$ cat src/inc/ata_cmd_defines.svh
// named opcodes, codes, bit positions, reset values and identification words
`ifndef ATA_CMD_DEFINES_SVH
`define ATA_CMD_DEFINES_SVH

// ------------------------------------------------------------
// opcodes
// ------------------------------------------------------------
`define OP_DIAG 8'h90
`define OP_IDLE_IMM 8'hE1
`define OP_STBY_IMM 8'hE0
`define OP_CHK_PWR 8'hE5
`define OP_SLEEP 8'hE6
`define OP_SET_FEAT 8'hEF
`define OP_ATAPI_IDENT 8'hA1
`define OP_ATA_IDENT 8'hEC
`define OP_PACKET 8'hA0
`define OP_SOFT_RST 8'h08

// ------------------------------------------------------------
// features and transfer mode codes
// ------------------------------------------------------------
`define FEAT_XFER 8'h03
`define FEAT_NOREVERT 8'h66
`define FEAT_REVERT 8'hCC
`define FEAT_DMA_BIT 0
`define MODE_PIO_DEF 8'h00
`define MODE_PIO2_NORDY 8'h01
`define MODE_PIO_BASE 8'h08
`define MODE_PIO_LAST 8'h0C
`define MODE_SW_BASE 8'h10
`define MODE_SW_LAST 8'h12
`define MODE_MW_BASE 8'h20
`define MODE_MW_LAST 8'h22
`define PIO_NUM_DEF 3'h4
`define PIO_NUM_NORDY 3'h2
`define DMA_NUM_DEF 3'h2

// ------------------------------------------------------------
// status, error and reason values
// ------------------------------------------------------------
`define ST_BSY 7
`define ST_DRDY 6
`define ST_DSC 4
`define ST_DRQ 3
`define ST_CHK 0
`define ERR_ABRT_BIT 2
`define ERR_ABORT 8'h04
`define ERR_CLEAR 8'h00
`define ERR_RESET 8'h01
`define IRSN_RESET 8'h01
`define PWR_STANDBY 8'h00
`define PWR_IDLE 8'hFF
`define MIN_RW_BYTES 16'h0200
`define IDENT_LAST 8'hFF

// ------------------------------------------------------------
// identification block
// ------------------------------------------------------------
`define IDW_CONFIG 8'h00
`define IDV_CONFIG 16'h81C0
`define IDW_BUF_TYPE 8'h14
`define IDV_BUF_TYPE 16'h4002
`define IDW_BUF_SIZE 8'h15
`define IDV_BUF_SIZE 16'h02D8
`define IDW_CAPS 8'h31
`define IDV_CAPS 16'h0F00
`define IDW_PIO_TIM 8'h33
`define IDW_DMA_TIM 8'h34
`define IDV_TIM 16'h0200
`define IDW_VALID 8'h35
`define IDV_VALID 16'h0002
`define IDW_SW_DMA 8'h3E
`define IDW_MW_DMA 8'h3F
`define IDV_DMA_MODES 16'h0407
`define IDW_PIO_ADV 8'h40
`define IDV_PIO_ADV 16'h0003
`define IDW_CYC_FIRST 8'h41
`define IDW_CYC_LAST 8'h44
`define IDV_CYC 16'h0078
`define IDV_ZERO 16'h0000

`endif

$ cat src/inc/ata_cmd_pkg.sv
// types shared by the command decoder files
package ata_cmd_pkg;
  typedef enum logic [5:0] {
    S_IDLE = 6'h01,
    S_DIAG = 6'h02,
    S_IDENT = 6'h04,
    S_SRST_LOAD = 6'h08,
    S_SRST_DSC = 6'h10,
    S_PACKET = 6'h20
  } ctl_state_e;

  typedef enum logic [1:0] {
    XK_PIO = 2'h0,
    XK_SWDMA = 2'h1,
    XK_MWDMA = 2'h2
  } xfer_kind_e;
endpackage

$ cat src/inc/ata_core_if.sv
// carrier between the decoder core, the identification table and the mode decoder
`timescale 1ns/1ps
interface ata_core_if;
  logic [7:0] ident_index;
  logic [15:0] ident_word;
  logic [7:0] mode_code;
  logic mode_ok;
  ata_cmd_pkg::xfer_kind_e mode_kind;
  logic [2:0] mode_num;
  logic iordy_off;

  modport core(output ident_index, output mode_code, input ident_word, input mode_ok,
               input mode_kind, input mode_num, input iordy_off);
  modport rom(input ident_index, output ident_word);
  modport dec(input mode_code, output mode_ok, output mode_kind, output mode_num,
              output iordy_off);
endinterface

$ cat src/hw/ident_table.sv
// identification block contents, one word per index
`timescale 1ns/1ps
`include "ata_cmd_defines.svh"
module ident_table (
  ata_core_if.rom port_if
);
  always_comb begin
    case (port_if.ident_index)
      `IDW_CONFIG: port_if.ident_word = `IDV_CONFIG;
      `IDW_BUF_TYPE: port_if.ident_word = `IDV_BUF_TYPE;
      `IDW_BUF_SIZE: port_if.ident_word = `IDV_BUF_SIZE;
      `IDW_CAPS: port_if.ident_word = `IDV_CAPS;
      `IDW_PIO_TIM, `IDW_DMA_TIM: port_if.ident_word = `IDV_TIM;
      `IDW_VALID: port_if.ident_word = `IDV_VALID;
      `IDW_SW_DMA, `IDW_MW_DMA: port_if.ident_word = `IDV_DMA_MODES;
      `IDW_PIO_ADV: port_if.ident_word = `IDV_PIO_ADV;
      default: begin
        // text fields are left blank here; unsupported words read zero
        if (port_if.ident_index >= `IDW_CYC_FIRST && port_if.ident_index <= `IDW_CYC_LAST) begin
          port_if.ident_word = `IDV_CYC;
        end else begin
          port_if.ident_word = `IDV_ZERO;
        end
      end
    endcase
  end
endmodule

$ cat src/hw/xfer_mode_decode.sv
// decodes a transfer mode code into its kind and mode number
`timescale 1ns/1ps
`include "ata_cmd_defines.svh"
module xfer_mode_decode (
  ata_core_if.dec port_if
);
  logic [7:0] code;
  assign code = port_if.mode_code;

  always_comb begin
    port_if.mode_ok = 1'b1;
    port_if.mode_kind = ata_cmd_pkg::XK_PIO;
    port_if.mode_num = `PIO_NUM_DEF;
    port_if.iordy_off = 1'b0;
    if (code == `MODE_PIO_DEF) begin
      port_if.mode_num = `PIO_NUM_DEF;
    end else if (code == `MODE_PIO2_NORDY) begin
      port_if.mode_num = `PIO_NUM_NORDY;
      port_if.iordy_off = 1'b1;
    end else if (code >= `MODE_PIO_BASE && code <= `MODE_PIO_LAST) begin
      port_if.mode_num = 3'(code - `MODE_PIO_BASE);
    end else if (code >= `MODE_SW_BASE && code <= `MODE_SW_LAST) begin
      port_if.mode_kind = ata_cmd_pkg::XK_SWDMA;
      port_if.mode_num = 3'(code - `MODE_SW_BASE);
    end else if (code >= `MODE_MW_BASE && code <= `MODE_MW_LAST) begin
      port_if.mode_kind = ata_cmd_pkg::XK_MWDMA;
      port_if.mode_num = 3'(code - `MODE_MW_BASE);
    end else begin
      port_if.mode_ok = 1'b0;
    end
  end
endmodule

$ cat src/hw/ata_command_decoder.sv
// ata-level command decoder and executor of a packet tape device
//
// Overview of operation
// - diagnostics run on any drive select, full reset
// - only master interrupts after diagnostics
// - idle immediate records idle, interrupts
// - standby immediate records standby, interrupts
// - check power returns state in reason, interrupts
// - standby reads 00h, everything else FFh
// - sleep acts as idle, stays responsive
// - set features aborts unsupported feature numbers
// - features 03h, 66h, CCh accepted; last two no-op
// - transfer mode from sector count, else abort
// - pio codes 00h, 01h, 08h to 0Ch
// - dma codes 10h-12h single, 20h-22h multi
// - mode sets rate; features bit picks dma
// - packet identify returns 256 words, data-in protocol
// - plain ata identify is aborted
// - word 0 is 81C0h
// - words 20, 21 are 4002h, 02D8h
// - word 49 0F00h, 51/52 0200h, 53 0002h
// - words 62, 63 are 0407h
// - word 64 0003h, words 65-68 0078h
// - read/write transfers use byte count 512
// - soft reset: full reset, then load and unit attention only with a cartridge present
// - seek complete set before busy clears
// - status bit layout, spare bits zero
// - abort sets error bit 2
// - features bit 0 selects dma or pio
`timescale 1ns/1ps
`include "ata_cmd_defines.svh"
module ata_command_decoder (
  input wire logic i_clk,
  input wire logic i_reset_n,
  input wire logic i_cmd_valid,
  input wire logic [7:0] i_command,
  input wire logic [7:0] i_features,
  input wire logic [7:0] i_sector_count,
  input wire logic [15:0] i_byte_count,
  input wire logic i_dev_selected,
  input wire logic i_is_master,
  input wire logic i_cartridge_present,
  input wire logic i_rw_transfer,
  input wire logic i_diag_done,
  input wire logic i_load_done,
  input wire logic i_packet_done,
  input wire logic i_ident_rd,
  input wire logic i_status_read,
  input wire logic i_ua_clear,
  output logic [7:0] o_status,
  output logic [7:0] o_error,
  output logic [7:0] o_int_reason,
  output logic o_intrq,
  output logic o_cpu_reset,
  output logic o_run_diag,
  output logic o_start_load,
  output logic o_packet_start,
  output logic o_unit_attention,
  output logic o_partition_zero_start,
  output logic [2:0] o_pio_mode,
  output logic [2:0] o_sw_dma_mode,
  output logic [2:0] o_mw_dma_mode,
  output logic o_iordy_disable,
  output logic o_use_dma,
  output logic [2:0] o_rate_mode,
  output logic [15:0] o_xfer_byte_count,
  output logic [15:0] o_ident_data
);
  // ------------------------------------------------------------
  // reset release
  // ------------------------------------------------------------
  logic [1:0] rst_pipe;
  logic rst_n;
  always_ff @(posedge i_clk or negedge i_reset_n) begin
    if (!i_reset_n) begin
      rst_pipe <= 2'b00;
    end else begin
      rst_pipe <= {rst_pipe[0], 1'b1};
    end
  end
  assign rst_n = rst_pipe[1];

  // ------------------------------------------------------------
  // decode
  // ------------------------------------------------------------
  ata_core_if core_if ();
  ident_table u_ident (.port_if(core_if.rom));
  xfer_mode_decode u_mode (.port_if(core_if.dec));

  ata_cmd_pkg::ctl_state_e state;
  logic bsy, drdy, dsc, drq, chk, standby, loading, dma_single;
  logic [7:0] ident_index, next_ident_index;
  logic take, is_diag, is_srst, is_ident, is_packet, is_imm, feat_ok, abort_now;
  logic ident_end, done_evt;

  // diagnostics bypass the drive select check
  assign take = i_cmd_valid && state == ata_cmd_pkg::S_IDLE
                && (i_dev_selected || i_command == `OP_DIAG);
  assign is_diag = i_command == `OP_DIAG;
  assign is_srst = i_command == `OP_SOFT_RST;
  assign is_ident = i_command == `OP_ATAPI_IDENT;
  assign is_packet = i_command == `OP_PACKET;
  assign core_if.mode_code = i_sector_count;
  always_comb begin
    case (i_features)
      `FEAT_XFER: feat_ok = core_if.mode_ok;
      `FEAT_NOREVERT, `FEAT_REVERT: feat_ok = 1'b1;
      default: feat_ok = 1'b0;
    endcase
  end
  assign is_imm = i_command == `OP_IDLE_IMM || i_command == `OP_STBY_IMM
                  || i_command == `OP_CHK_PWR || i_command == `OP_SLEEP
                  || (i_command == `OP_SET_FEAT && feat_ok);
  // anything not decoded, the plain identify included, is aborted
  assign abort_now = take && !(is_imm || is_diag || is_srst || is_ident || is_packet);
  assign ident_end = state == ata_cmd_pkg::S_IDENT && i_ident_rd
                     && ident_index == `IDENT_LAST;
  assign done_evt = (take && is_imm) || abort_now || ident_end
                    || (state == ata_cmd_pkg::S_DIAG && i_diag_done && i_is_master)
                    || (state == ata_cmd_pkg::S_PACKET && i_packet_done);

  // ------------------------------------------------------------
  // sequencer
  // ------------------------------------------------------------
  always_ff @(posedge i_clk or negedge rst_n) begin
    if (!rst_n) begin
      state <= ata_cmd_pkg::S_IDLE;
    end else begin
      case (state)
        ata_cmd_pkg::S_IDLE: begin
          if (take && is_diag) begin
            state <= ata_cmd_pkg::S_DIAG;
          end else if (take && is_ident) begin
            state <= ata_cmd_pkg::S_IDENT;
          end else if (take && is_srst) begin
            state <= ata_cmd_pkg::S_SRST_LOAD;
          end else if (take && is_packet) begin
            state <= ata_cmd_pkg::S_PACKET;
          end
        end
        ata_cmd_pkg::S_DIAG: if (i_diag_done) state <= ata_cmd_pkg::S_IDLE;
        ata_cmd_pkg::S_IDENT: if (ident_end) state <= ata_cmd_pkg::S_IDLE;
        ata_cmd_pkg::S_SRST_LOAD: begin
          if (!loading || i_load_done) state <= ata_cmd_pkg::S_SRST_DSC;
        end
        ata_cmd_pkg::S_SRST_DSC: state <= ata_cmd_pkg::S_IDLE;
        ata_cmd_pkg::S_PACKET: if (i_packet_done) state <= ata_cmd_pkg::S_IDLE;
        default: state <= ata_cmd_pkg::S_IDLE;
      endcase
    end
  end

  // ------------------------------------------------------------
  // status and error
  // ------------------------------------------------------------
  always_ff @(posedge i_clk or negedge rst_n) begin
    if (!rst_n) begin
      bsy <= 1'b0;
      drdy <= 1'b0;
      dsc <= 1'b0;
      drq <= 1'b0;
      chk <= 1'b0;
      o_error <= `ERR_RESET;
    end else if (abort_now) begin
      // ready and seek complete drop so the host sees the failure
      chk <= 1'b1;
      bsy <= 1'b0;
      drdy <= 1'b0;
      dsc <= 1'b0;
      o_error <= `ERR_ABORT;
    end else if (take) begin
      chk <= 1'b0;
      o_error <= `ERR_CLEAR;
      drdy <= !(is_diag || is_srst);
      bsy <= is_diag || is_srst || is_packet;
      drq <= is_ident;
      if (is_diag || is_srst) dsc <= 1'b0;
    end else begin
      case (state)
        ata_cmd_pkg::S_DIAG: begin
          if (i_diag_done) begin
            bsy <= 1'b0;
            o_error <= `ERR_RESET;
          end
        end
        ata_cmd_pkg::S_IDENT: if (ident_end) drq <= 1'b0;
        ata_cmd_pkg::S_SRST_LOAD: if (!loading || i_load_done) dsc <= 1'b1;
        ata_cmd_pkg::S_SRST_DSC: begin
          bsy <= 1'b0;
          o_error <= `ERR_RESET;
        end
        ata_cmd_pkg::S_PACKET: if (i_packet_done) bsy <= 1'b0;
        default: bsy <= bsy;
      endcase
    end
  end
  assign o_status = {bsy, drdy, 1'b0, dsc, drq, 1'b0, 1'b0, chk};

  // interrupt stays up until the host reads status or issues a command
  always_ff @(posedge i_clk or negedge rst_n) begin
    if (!rst_n) begin
      o_intrq <= 1'b0;
    end else if (done_evt) begin
      o_intrq <= 1'b1;
    end else if (i_status_read || take) begin
      o_intrq <= 1'b0;
    end
  end

  // ------------------------------------------------------------
  // power state, emulated only
  // ------------------------------------------------------------
  always_ff @(posedge i_clk or negedge rst_n) begin
    if (!rst_n) begin
      standby <= 1'b0;
      o_int_reason <= `IRSN_RESET;
    end else if (take && !abort_now) begin
      if (i_command == `OP_CHK_PWR) begin
        o_int_reason <= standby ? `PWR_STANDBY : `PWR_IDLE;
      end else begin
        // sleep falls here and simply reads back as idle
        standby <= i_command == `OP_STBY_IMM;
      end
    end
  end

  // ------------------------------------------------------------
  // one-cycle requests to the rest of the drive
  // ------------------------------------------------------------
  always_ff @(posedge i_clk or negedge rst_n) begin
    if (!rst_n) begin
      o_cpu_reset <= 1'b0;
      o_run_diag <= 1'b0;
      o_start_load <= 1'b0;
      o_packet_start <= 1'b0;
      loading <= 1'b0;
    end else begin
      o_cpu_reset <= take && (is_diag || is_srst);
      o_run_diag <= take && is_diag;
      o_start_load <= take && is_srst && i_cartridge_present;
      o_packet_start <= take && is_packet;
      if (take && is_srst) loading <= i_cartridge_present;
    end
  end

  always_ff @(posedge i_clk or negedge rst_n) begin
    if (!rst_n) begin
      o_unit_attention <= 1'b0;
      o_partition_zero_start <= 1'b0;
    end else if (state == ata_cmd_pkg::S_SRST_LOAD && loading && i_load_done) begin
      o_unit_attention <= 1'b1;
      o_partition_zero_start <= 1'b1;
    end else begin
      if (i_ua_clear) o_unit_attention <= 1'b0;
      if (take && (is_diag || is_srst || is_packet)) o_partition_zero_start <= 1'b0;
    end
  end

  // ------------------------------------------------------------
  // transfer modes and data phase selection
  // ------------------------------------------------------------
  always_ff @(posedge i_clk or negedge rst_n) begin
    if (!rst_n) begin
      o_pio_mode <= `PIO_NUM_DEF;
      o_sw_dma_mode <= `DMA_NUM_DEF;
      o_mw_dma_mode <= `DMA_NUM_DEF;
      o_iordy_disable <= 1'b0;
      dma_single <= 1'b0;
    end else if (take && i_command == `OP_SET_FEAT && i_features == `FEAT_XFER
                 && core_if.mode_ok) begin
      case (core_if.mode_kind)
        ata_cmd_pkg::XK_SWDMA: begin
          o_sw_dma_mode <= core_if.mode_num;
          dma_single <= 1'b1;
        end
        ata_cmd_pkg::XK_MWDMA: begin
          o_mw_dma_mode <= core_if.mode_num;
          dma_single <= 1'b0;
        end
        default: begin
          o_pio_mode <= core_if.mode_num;
          o_iordy_disable <= core_if.iordy_off;
        end
      endcase
    end
  end

  // the mode only sets a rate; the features bit alone picks the data path
  always_ff @(posedge i_clk or negedge rst_n) begin
    if (!rst_n) begin
      o_use_dma <= 1'b0;
      o_xfer_byte_count <= `MIN_RW_BYTES;
    end else if (take && is_packet) begin
      o_use_dma <= i_features[`FEAT_DMA_BIT];
      // host figure is ignored for read and write streams
      o_xfer_byte_count <= i_rw_transfer ? `MIN_RW_BYTES : i_byte_count;
    end
  end
  assign o_rate_mode = !o_use_dma ? o_pio_mode
                       : (dma_single ? o_sw_dma_mode : o_mw_dma_mode);

  // ------------------------------------------------------------
  // identification data phase
  // ------------------------------------------------------------
  always_comb begin
    next_ident_index = ident_index;
    if (take && is_ident) begin
      next_ident_index = 8'h00;
    end else if (state == ata_cmd_pkg::S_IDENT && i_ident_rd) begin
      next_ident_index = 8'(ident_index + 8'h01);
    end
  end
  assign core_if.ident_index = next_ident_index;

  always_ff @(posedge i_clk or negedge rst_n) begin
    if (!rst_n) begin
      ident_index <= 8'h00;
      o_ident_data <= 16'h0000;
    end else begin
      ident_index <= next_ident_index;
      o_ident_data <= core_if.ident_word;
    end
  end
endmodule

$ cat config.mk
export PLATFORM = sky130hd
export DESIGN_NAME = ata_command_decoder
export DESIGN_NICKNAME = d
export VERILOG_FILES = /design/src/inc/ata_cmd_pkg.sv /design/src/inc/ata_core_if.sv /design/src/hw/ident_table.sv /design/src/hw/xfer_mode_decode.sv /design/src/hw/ata_command_decoder.sv
export VERILOG_INCLUDE_DIRS = /design/src /design/src/inc
export SDC_FILE = /design/constraint.sdc
export NUM_CORES = 1
export LEC_CHECK = 0
export BUFFER_PORTS_ARGS = -buffer_cell sky130_fd_sc_hd__buf_2
export CAP_MARGIN = 20
export CORE_AREA = 2 2 93 95
export CTS_CLUSTER_DIAMETER = 50
export DETAILED_ROUTE_END_ITERATION = 7
export DIE_AREA = 0 0 95 97
export PLACE_DENSITY = 0.79
export SLEW_MARGIN = 15
export SYNTH_ARGS = -nofsm -noshare
export SYNTH_HDL_FRONTEND = slang
export SYNTH_HIERARCHICAL = 1
export SYNTH_SLANG_ARGS = --single-unit
export TNS_END_PERCENT = 20
$ cat constraint.sdc
create_clock -name i_clk -period 2.75 [get_ports i_clk]
set_clock_uncertainty 0.05 [all_clocks]
set_input_delay 0.1375 -clock i_clk [delete_from_list [all_inputs] [get_ports i_clk]]
set_output_delay 0.1375 -clock i_clk [all_outputs]
set_load 0.1 [all_outputs]
# == Word-level counts from Yosys, hierarchy flattened ==
# Cells that the tools add are included.
# word_totals
regBits,90
out_inout_bits,77
elab_cells,220
# op_classes
addsub,4
order_cmp,8
eq_ne,39
mux,63
bitwise_logic,3
n_reduce_logical,76
# op_table
operator,count
$pmux W16 S8,1
$eq A8 B8 Y1 const B,10
$eq A8 B6 Y1 const B,6
$mux W6,8
$mux W8,6
$pmux W6 S5,1
$mux W1,29
$logic_and A1 B1 Y1,27
$mux W3,7
$logic_or A1 B1 Y1,17
$eq A8 B5 Y1 const B,2
$eq A8 B7 Y1 const B,2
$logic_not A8 Y1,2
$mux W16,1
$pmux W8 S2,1
$reduce_and A2 Y1,7
$reduce_bool A2 Y1,7
$mux W2,5
$reduce_and A3 Y1,3
$sub A3 B1 Y3 const B,3
$add A8 B1 Y8 const B,1
$eq A8 B1 Y1 const B,1
$eq A8 B2 Y1 const B,1
$eq A8 B4 Y1 const B,1
30 further kinds,44

# == Logic depth before layout (Yosys ltp) ==
# logic_depth
word_depth,21
mapped_depth,11

# == Hierarchy ==
# The synthesis kept the hierarchy.
# by_module_without_submodules
mod,n_inst,cells_each,area_each_um2,seq_area_each_um2
ata_command_decoder,1,350,3652.3,1960.6
ident_table,1,41,290.3,0.0
xfer_mode_decode,1,32,219.0,0.0

# == Least setup slack after synthesis ==
# OpenSTA, ideal clock, no wires.
# synth_timing
path_kind,register -> register
from,register state[1]
to,register o_ident_data[4]
setup_time_ns,0.115
arrival_ns,2.688
t_required_ns,2.585
path_slack_ns,-0.103
stages_incl_launch_ff,12
n_path_buf,3
period_less_slack_ns,2.853
path_cell_list,dfrtp_1 > buf_6 > or4_4 > nor3_1 > nand4_1 > nor2_1 > nor2_1 > buf_6 > o21ba_2 > o211ai_2 > nand2_1 > buf_4
# synth_between
elab_chain_len,9
# synth_lines
element,line_no,source
from (decl),ata_command_decoder.sv:90,ata_cmd_pkg::ctl_state_e state;
from (signal assigned),ata_command_decoder.sv:127,state <= ata_cmd_pkg::S_IDLE;
from (signal assigned),ata_command_decoder.sv:132,state <= ata_cmd_pkg::S_DIAG;
from (signal assigned),ata_command_decoder.sv:134,state <= ata_cmd_pkg::S_IDENT;
$eq A6 B1 Y1,ata_command_decoder.sv:97,assign take = i_cmd_valid && state == ata_cmd_pkg::S_IDLE
$logic_and A1 B1 Y1 (2 in a row),ata_command_decoder.sv:97,
$logic_and A1 B1 Y1,ata_command_decoder.sv:307,if (take && is_ident) begin
$mux W8 (*),ata_command_decoder.sv:307,
net core_if.ident_index[0],ata_core_if.sv:4,logic [7:0] ident_index;
$ge A8 B7 Y1 (no line) or $le A8 B7 Y1 (tied branches),--,
$logic_and A1 B1 Y1 (no line),--,
$mux W7,ident_table.sv:19,if (port_if.ident_index >= `IDW_CYC_FIRST && port_if.ident_index <= `IDW_CYC_LAST) begin
$pmux W16 S8 (*),ident_table.sv:8,case (port_if.ident_index)
net core_if.ident_word[4],ata_core_if.sv:5,logic [15:0] ident_word;
to (signal assigned),ata_command_decoder.sv:321,o_ident_data <= core_if.ident_word;
to (decl),ata_command_decoder.sv:67,output logic [15:0] o_ident_data
# Mark *: on every way through the listed nets, which the timed path passes. The rest lies on a longest branch.
# A chain may end at the register's enable or synchronous reset.

# == Final worst setup path ==
# layout_timing
from,register state[3]
to,register o_ident_data[6]
# The elaborated chain is that of the path after synthesis.

==> reports/results.tsv <==
metric	value	unit
Post-Synth XOR/XNOR Area	2.71	%
H-tree Lvls	3	
worst hold path depth	3	
static leakage	2.49	nW
startpoint types	flop	
total track usage	22.1	%
critical path's slowest cell	or4_4	
Post-Route WL	10.2	mm
Yosys Warn Count	6	
post-route cell area	0.00516	sq mm
number of global-route vias before repair	3456	
Top Family by Delay on Critical Path	simple AND/OR/NAND/NOR gates	
Yosys cell types	72	
initial antenna violation count	0	
core box area	0.00813	sq mm
largest family of logic cells by synthesized area	simple AND/OR/NAND/NOR gates	
sequential fraction of the synthesis area	47.1	%
chip width	95	um
Ports	130	
ys flop type	dfrtp_1	
share of cells above drive strength 1	35.2	%
setup bufs post-CTS	0	
Worst Tran Pin Value	0.968	ns
Worst setup EP type	flop	
WHS Endpoint	o_xfer_byte_count[2]$_DFFE_PN0P_	
final setup violation count	0	
syn_area_per_cell	9.84	sq um
critical path required time	2.98	ns
Initial Utilization	51.2	%
Nets	611	
grt ovf	0	
worst r2r path cells	8	
EDFF count, synth	0	
DRC errors left	0	
crit path max fanout	8	
max incr delay on CP	0.57	ns
Synth Area in Adders	0.902	%
synth cell count leaders	dfrtp_1 (71), nor2_1 (37), o21ai_0 (31)	
Final min period	2.62	ns
period utilization	95.4	%
die height	97	um
Cells after Synth	423	
most frequent CP cell	nor3_2	
drt wl/cell	15.3	um
ys async rst share	100	%
proportion of synthesized area in mux cells	4.75	%
end of the worst register-to-register path	o_ident_data[6]$_DFF_PN0_	
CTS tree	yes	
full die area	0.00922	sq mm
Crit Path Class	reg2reg	
crit path buf inv count	0	
clk slew on worst S/H paths	0.08	ns
reg2reg setup slack	0.13	ns
global-route wire length before repair	16.2	mm
Yosys top cell by area	dfrtp_1	
TNS Setup	0	ns
diodes inserted	0	
root buf cell	clkbuf_8	
Sink Count	78	
Max Cap Violations	0	
pin count of the biggest net entering global routing	77	
CP cell instances	or4_4 -> nor3_2 -> nand4_1 -> nor2_4 -> nor2_1 -> nor3_2 -> nand4b_1 -> nand3_1	
Overall Power	2.60	mW
fillcell total	671	
crit path DAT	2.85	ns
relative slew slack	35.5	%
TritonCTS Buffers	9	
post-synth top area share	42.7	%
clk buf depth	2	
#FFs+latches synth	78	
# rows	33	
Placer Congestion	0.880	
clock insertion delay at the later pin of the skew report	0.35	ns
Pre-Repair DR Iteration Count	5	
Synth Area in Compound Gates	11.7	%
Mapped Area	0.00416	sq mm
DRT antenna net count	0	
status	finished clean	
cell with the most instances after synthesis	dfrtp_1	
hold violation count in the final report	0	
Via density	5.50	
HP Class	in2reg	
1st-iter DRT viols	270	
max-slew violations	0	
Max Freq	381	MHz
final hold slack	0.00734	ns
Detail Placement HPWL	7.35	mm
synth top area cells	dfrtp_1 (43%), dfstp_2 (4.4%), buf_4 (4.1%), mux2_2 (3.8%), o21ai_0 (3.7%)	
HP Start	i_byte_count[2]	
PwrDens	504	mW/mm^2
port bufs	120	
placed instance area	0.00477	sq mm
Max IR drop VDD	0.000267	V
FF-to-FF Start	state[3]$_DFFE_PN0P_	
Area Overhead vs Synth	23.9	%
detailed-route via count	3658	
simple-gate share of the synthesized area	24.3	%
per-stage QoR:
stage                     utilization, %  cells  setup slack, ns
after floorplan                        -    432          -0.0401
final                               63.4    665            0.126
after CTS                           63.0    665           0.0214
after detailed placement            58.6    631           0.0273
after global routing                63.4    665         -0.00932
after global placement              58.6    631           0.0824
worst min-delay path: cells and delay by family:
family / cells / cell delay [ns]
AO/OA/AOI/OAI: 1 / 0.09
buffers and inverters: 1 / 0.07
AND/OR/NAND/NOR: 1 / 0.06
repair_timing:
item,4_1_cts,5_1_grt
endpoints found under the hold margin,19,0
endpoints found under the setup margin,1,13
hold buffers,18,0
resized for setup,1,9
pin swaps,0,2
metal layers:
metal / vias to the layer above / routed length (um) / global-route usage [%]
met4: 0 / 172 / 7.13
li1: 1720 / - / -
met3: 21 / 738 / 4.91
met2: 167 / 5000 / 36.0
met5: - / 0 / 0
met1: 1750 / 4270 / 29.3
how the worst max path moves through the flow:
stage | from | cells past startpoint | slack (ns) | end
floorplan | o_sw_dma_mode[0]$_DFFE_PN0P_ | 2 | -0.04 | o_rate_mode[0]
global placement | state[3]$_DFFE_PN0P_ | 8 | 0.08 | o_ident_data[4]$_DFF_PN0_
detailed placement | state[3]$_DFFE_PN0P_ | 8 | 0.03 | o_ident_data[6]$_DFF_PN0_
CTS | state[3]$_DFFE_PN0P_ | 8 | 0.02 | o_ident_data[6]$_DFF_PN0_
global route | state[3]$_DFFE_PN0P_ | 8 | -0.009 | o_ident_data[9]$_DFF_PN0_
finish | state[3]$_DFFE_PN0P_ | 8 | 0.13 | o_ident_data[6]$_DFF_PN0_
logic make-up after synthesis:
group | after synthesis
adders and majority gates | 3
other | 3
muxes | 18
and+or+nand+nor | 168
buffers and inverters | 64
DFF | 78
xor gates and xnor gates | 12
AOI/OAI and AO/OA | 77
cells in the final DEF (no fill, tap or decap), drive strengths merged, types with 3 or more instances in the layout:
master       count
o22ai            4
ha               3
nor2            38
dfrtp           71
buf            130
inv             29
conb            12
nand3           19
nand4b           4
xnor2            5
or3              4
nor4             5
nand3b          18
nand2           27
nand4            4
a21oi           15
clkbuf          11
and3             6
xor2             7
mux2            14
nor3             9
o21ai           33
dfstp            7
nor2b            4
nor4b            4
mux2i            4
nand2b           6
nor3b            5
dlygate4sd3     18
where the power goes:
group | switching (mW) | leakage (nW) | total (mW) | internal (mW)
Combinational | 0.439 | 1.46 | 0.597 | 0.158
Sequential | 0.0473 | 0.945 | 1.24 | 1.19
Clock | 0.412 | 0.0857 | 0.765 | 0.353
state kept, by name, indices dropped and copies added (netlist names), 2 cells and up:
name,flops
o_ident_data,16
rst_pipe,2
ident_index,8
o_int_reason,2
o_error,2
o_pio_mode,3
o_mw_dma_mode,3
o_sw_dma_mode,3
state,6
o_xfer_byte_count,16
cell type report:
class                      instances  area, sq um  share of cell area, %
clock buffer                      11          141                   2.74
clock inverter                     5         33.8                  0.655
inverter                          28          105                   2.04
timing repair buffer             148          856                   16.6
sequential                        78         1960                   38.1
tap                              105          131                   2.55
multi-input combinational        290         1920                   37.3
Note: power is estimated with default switching activity, not from simulation.
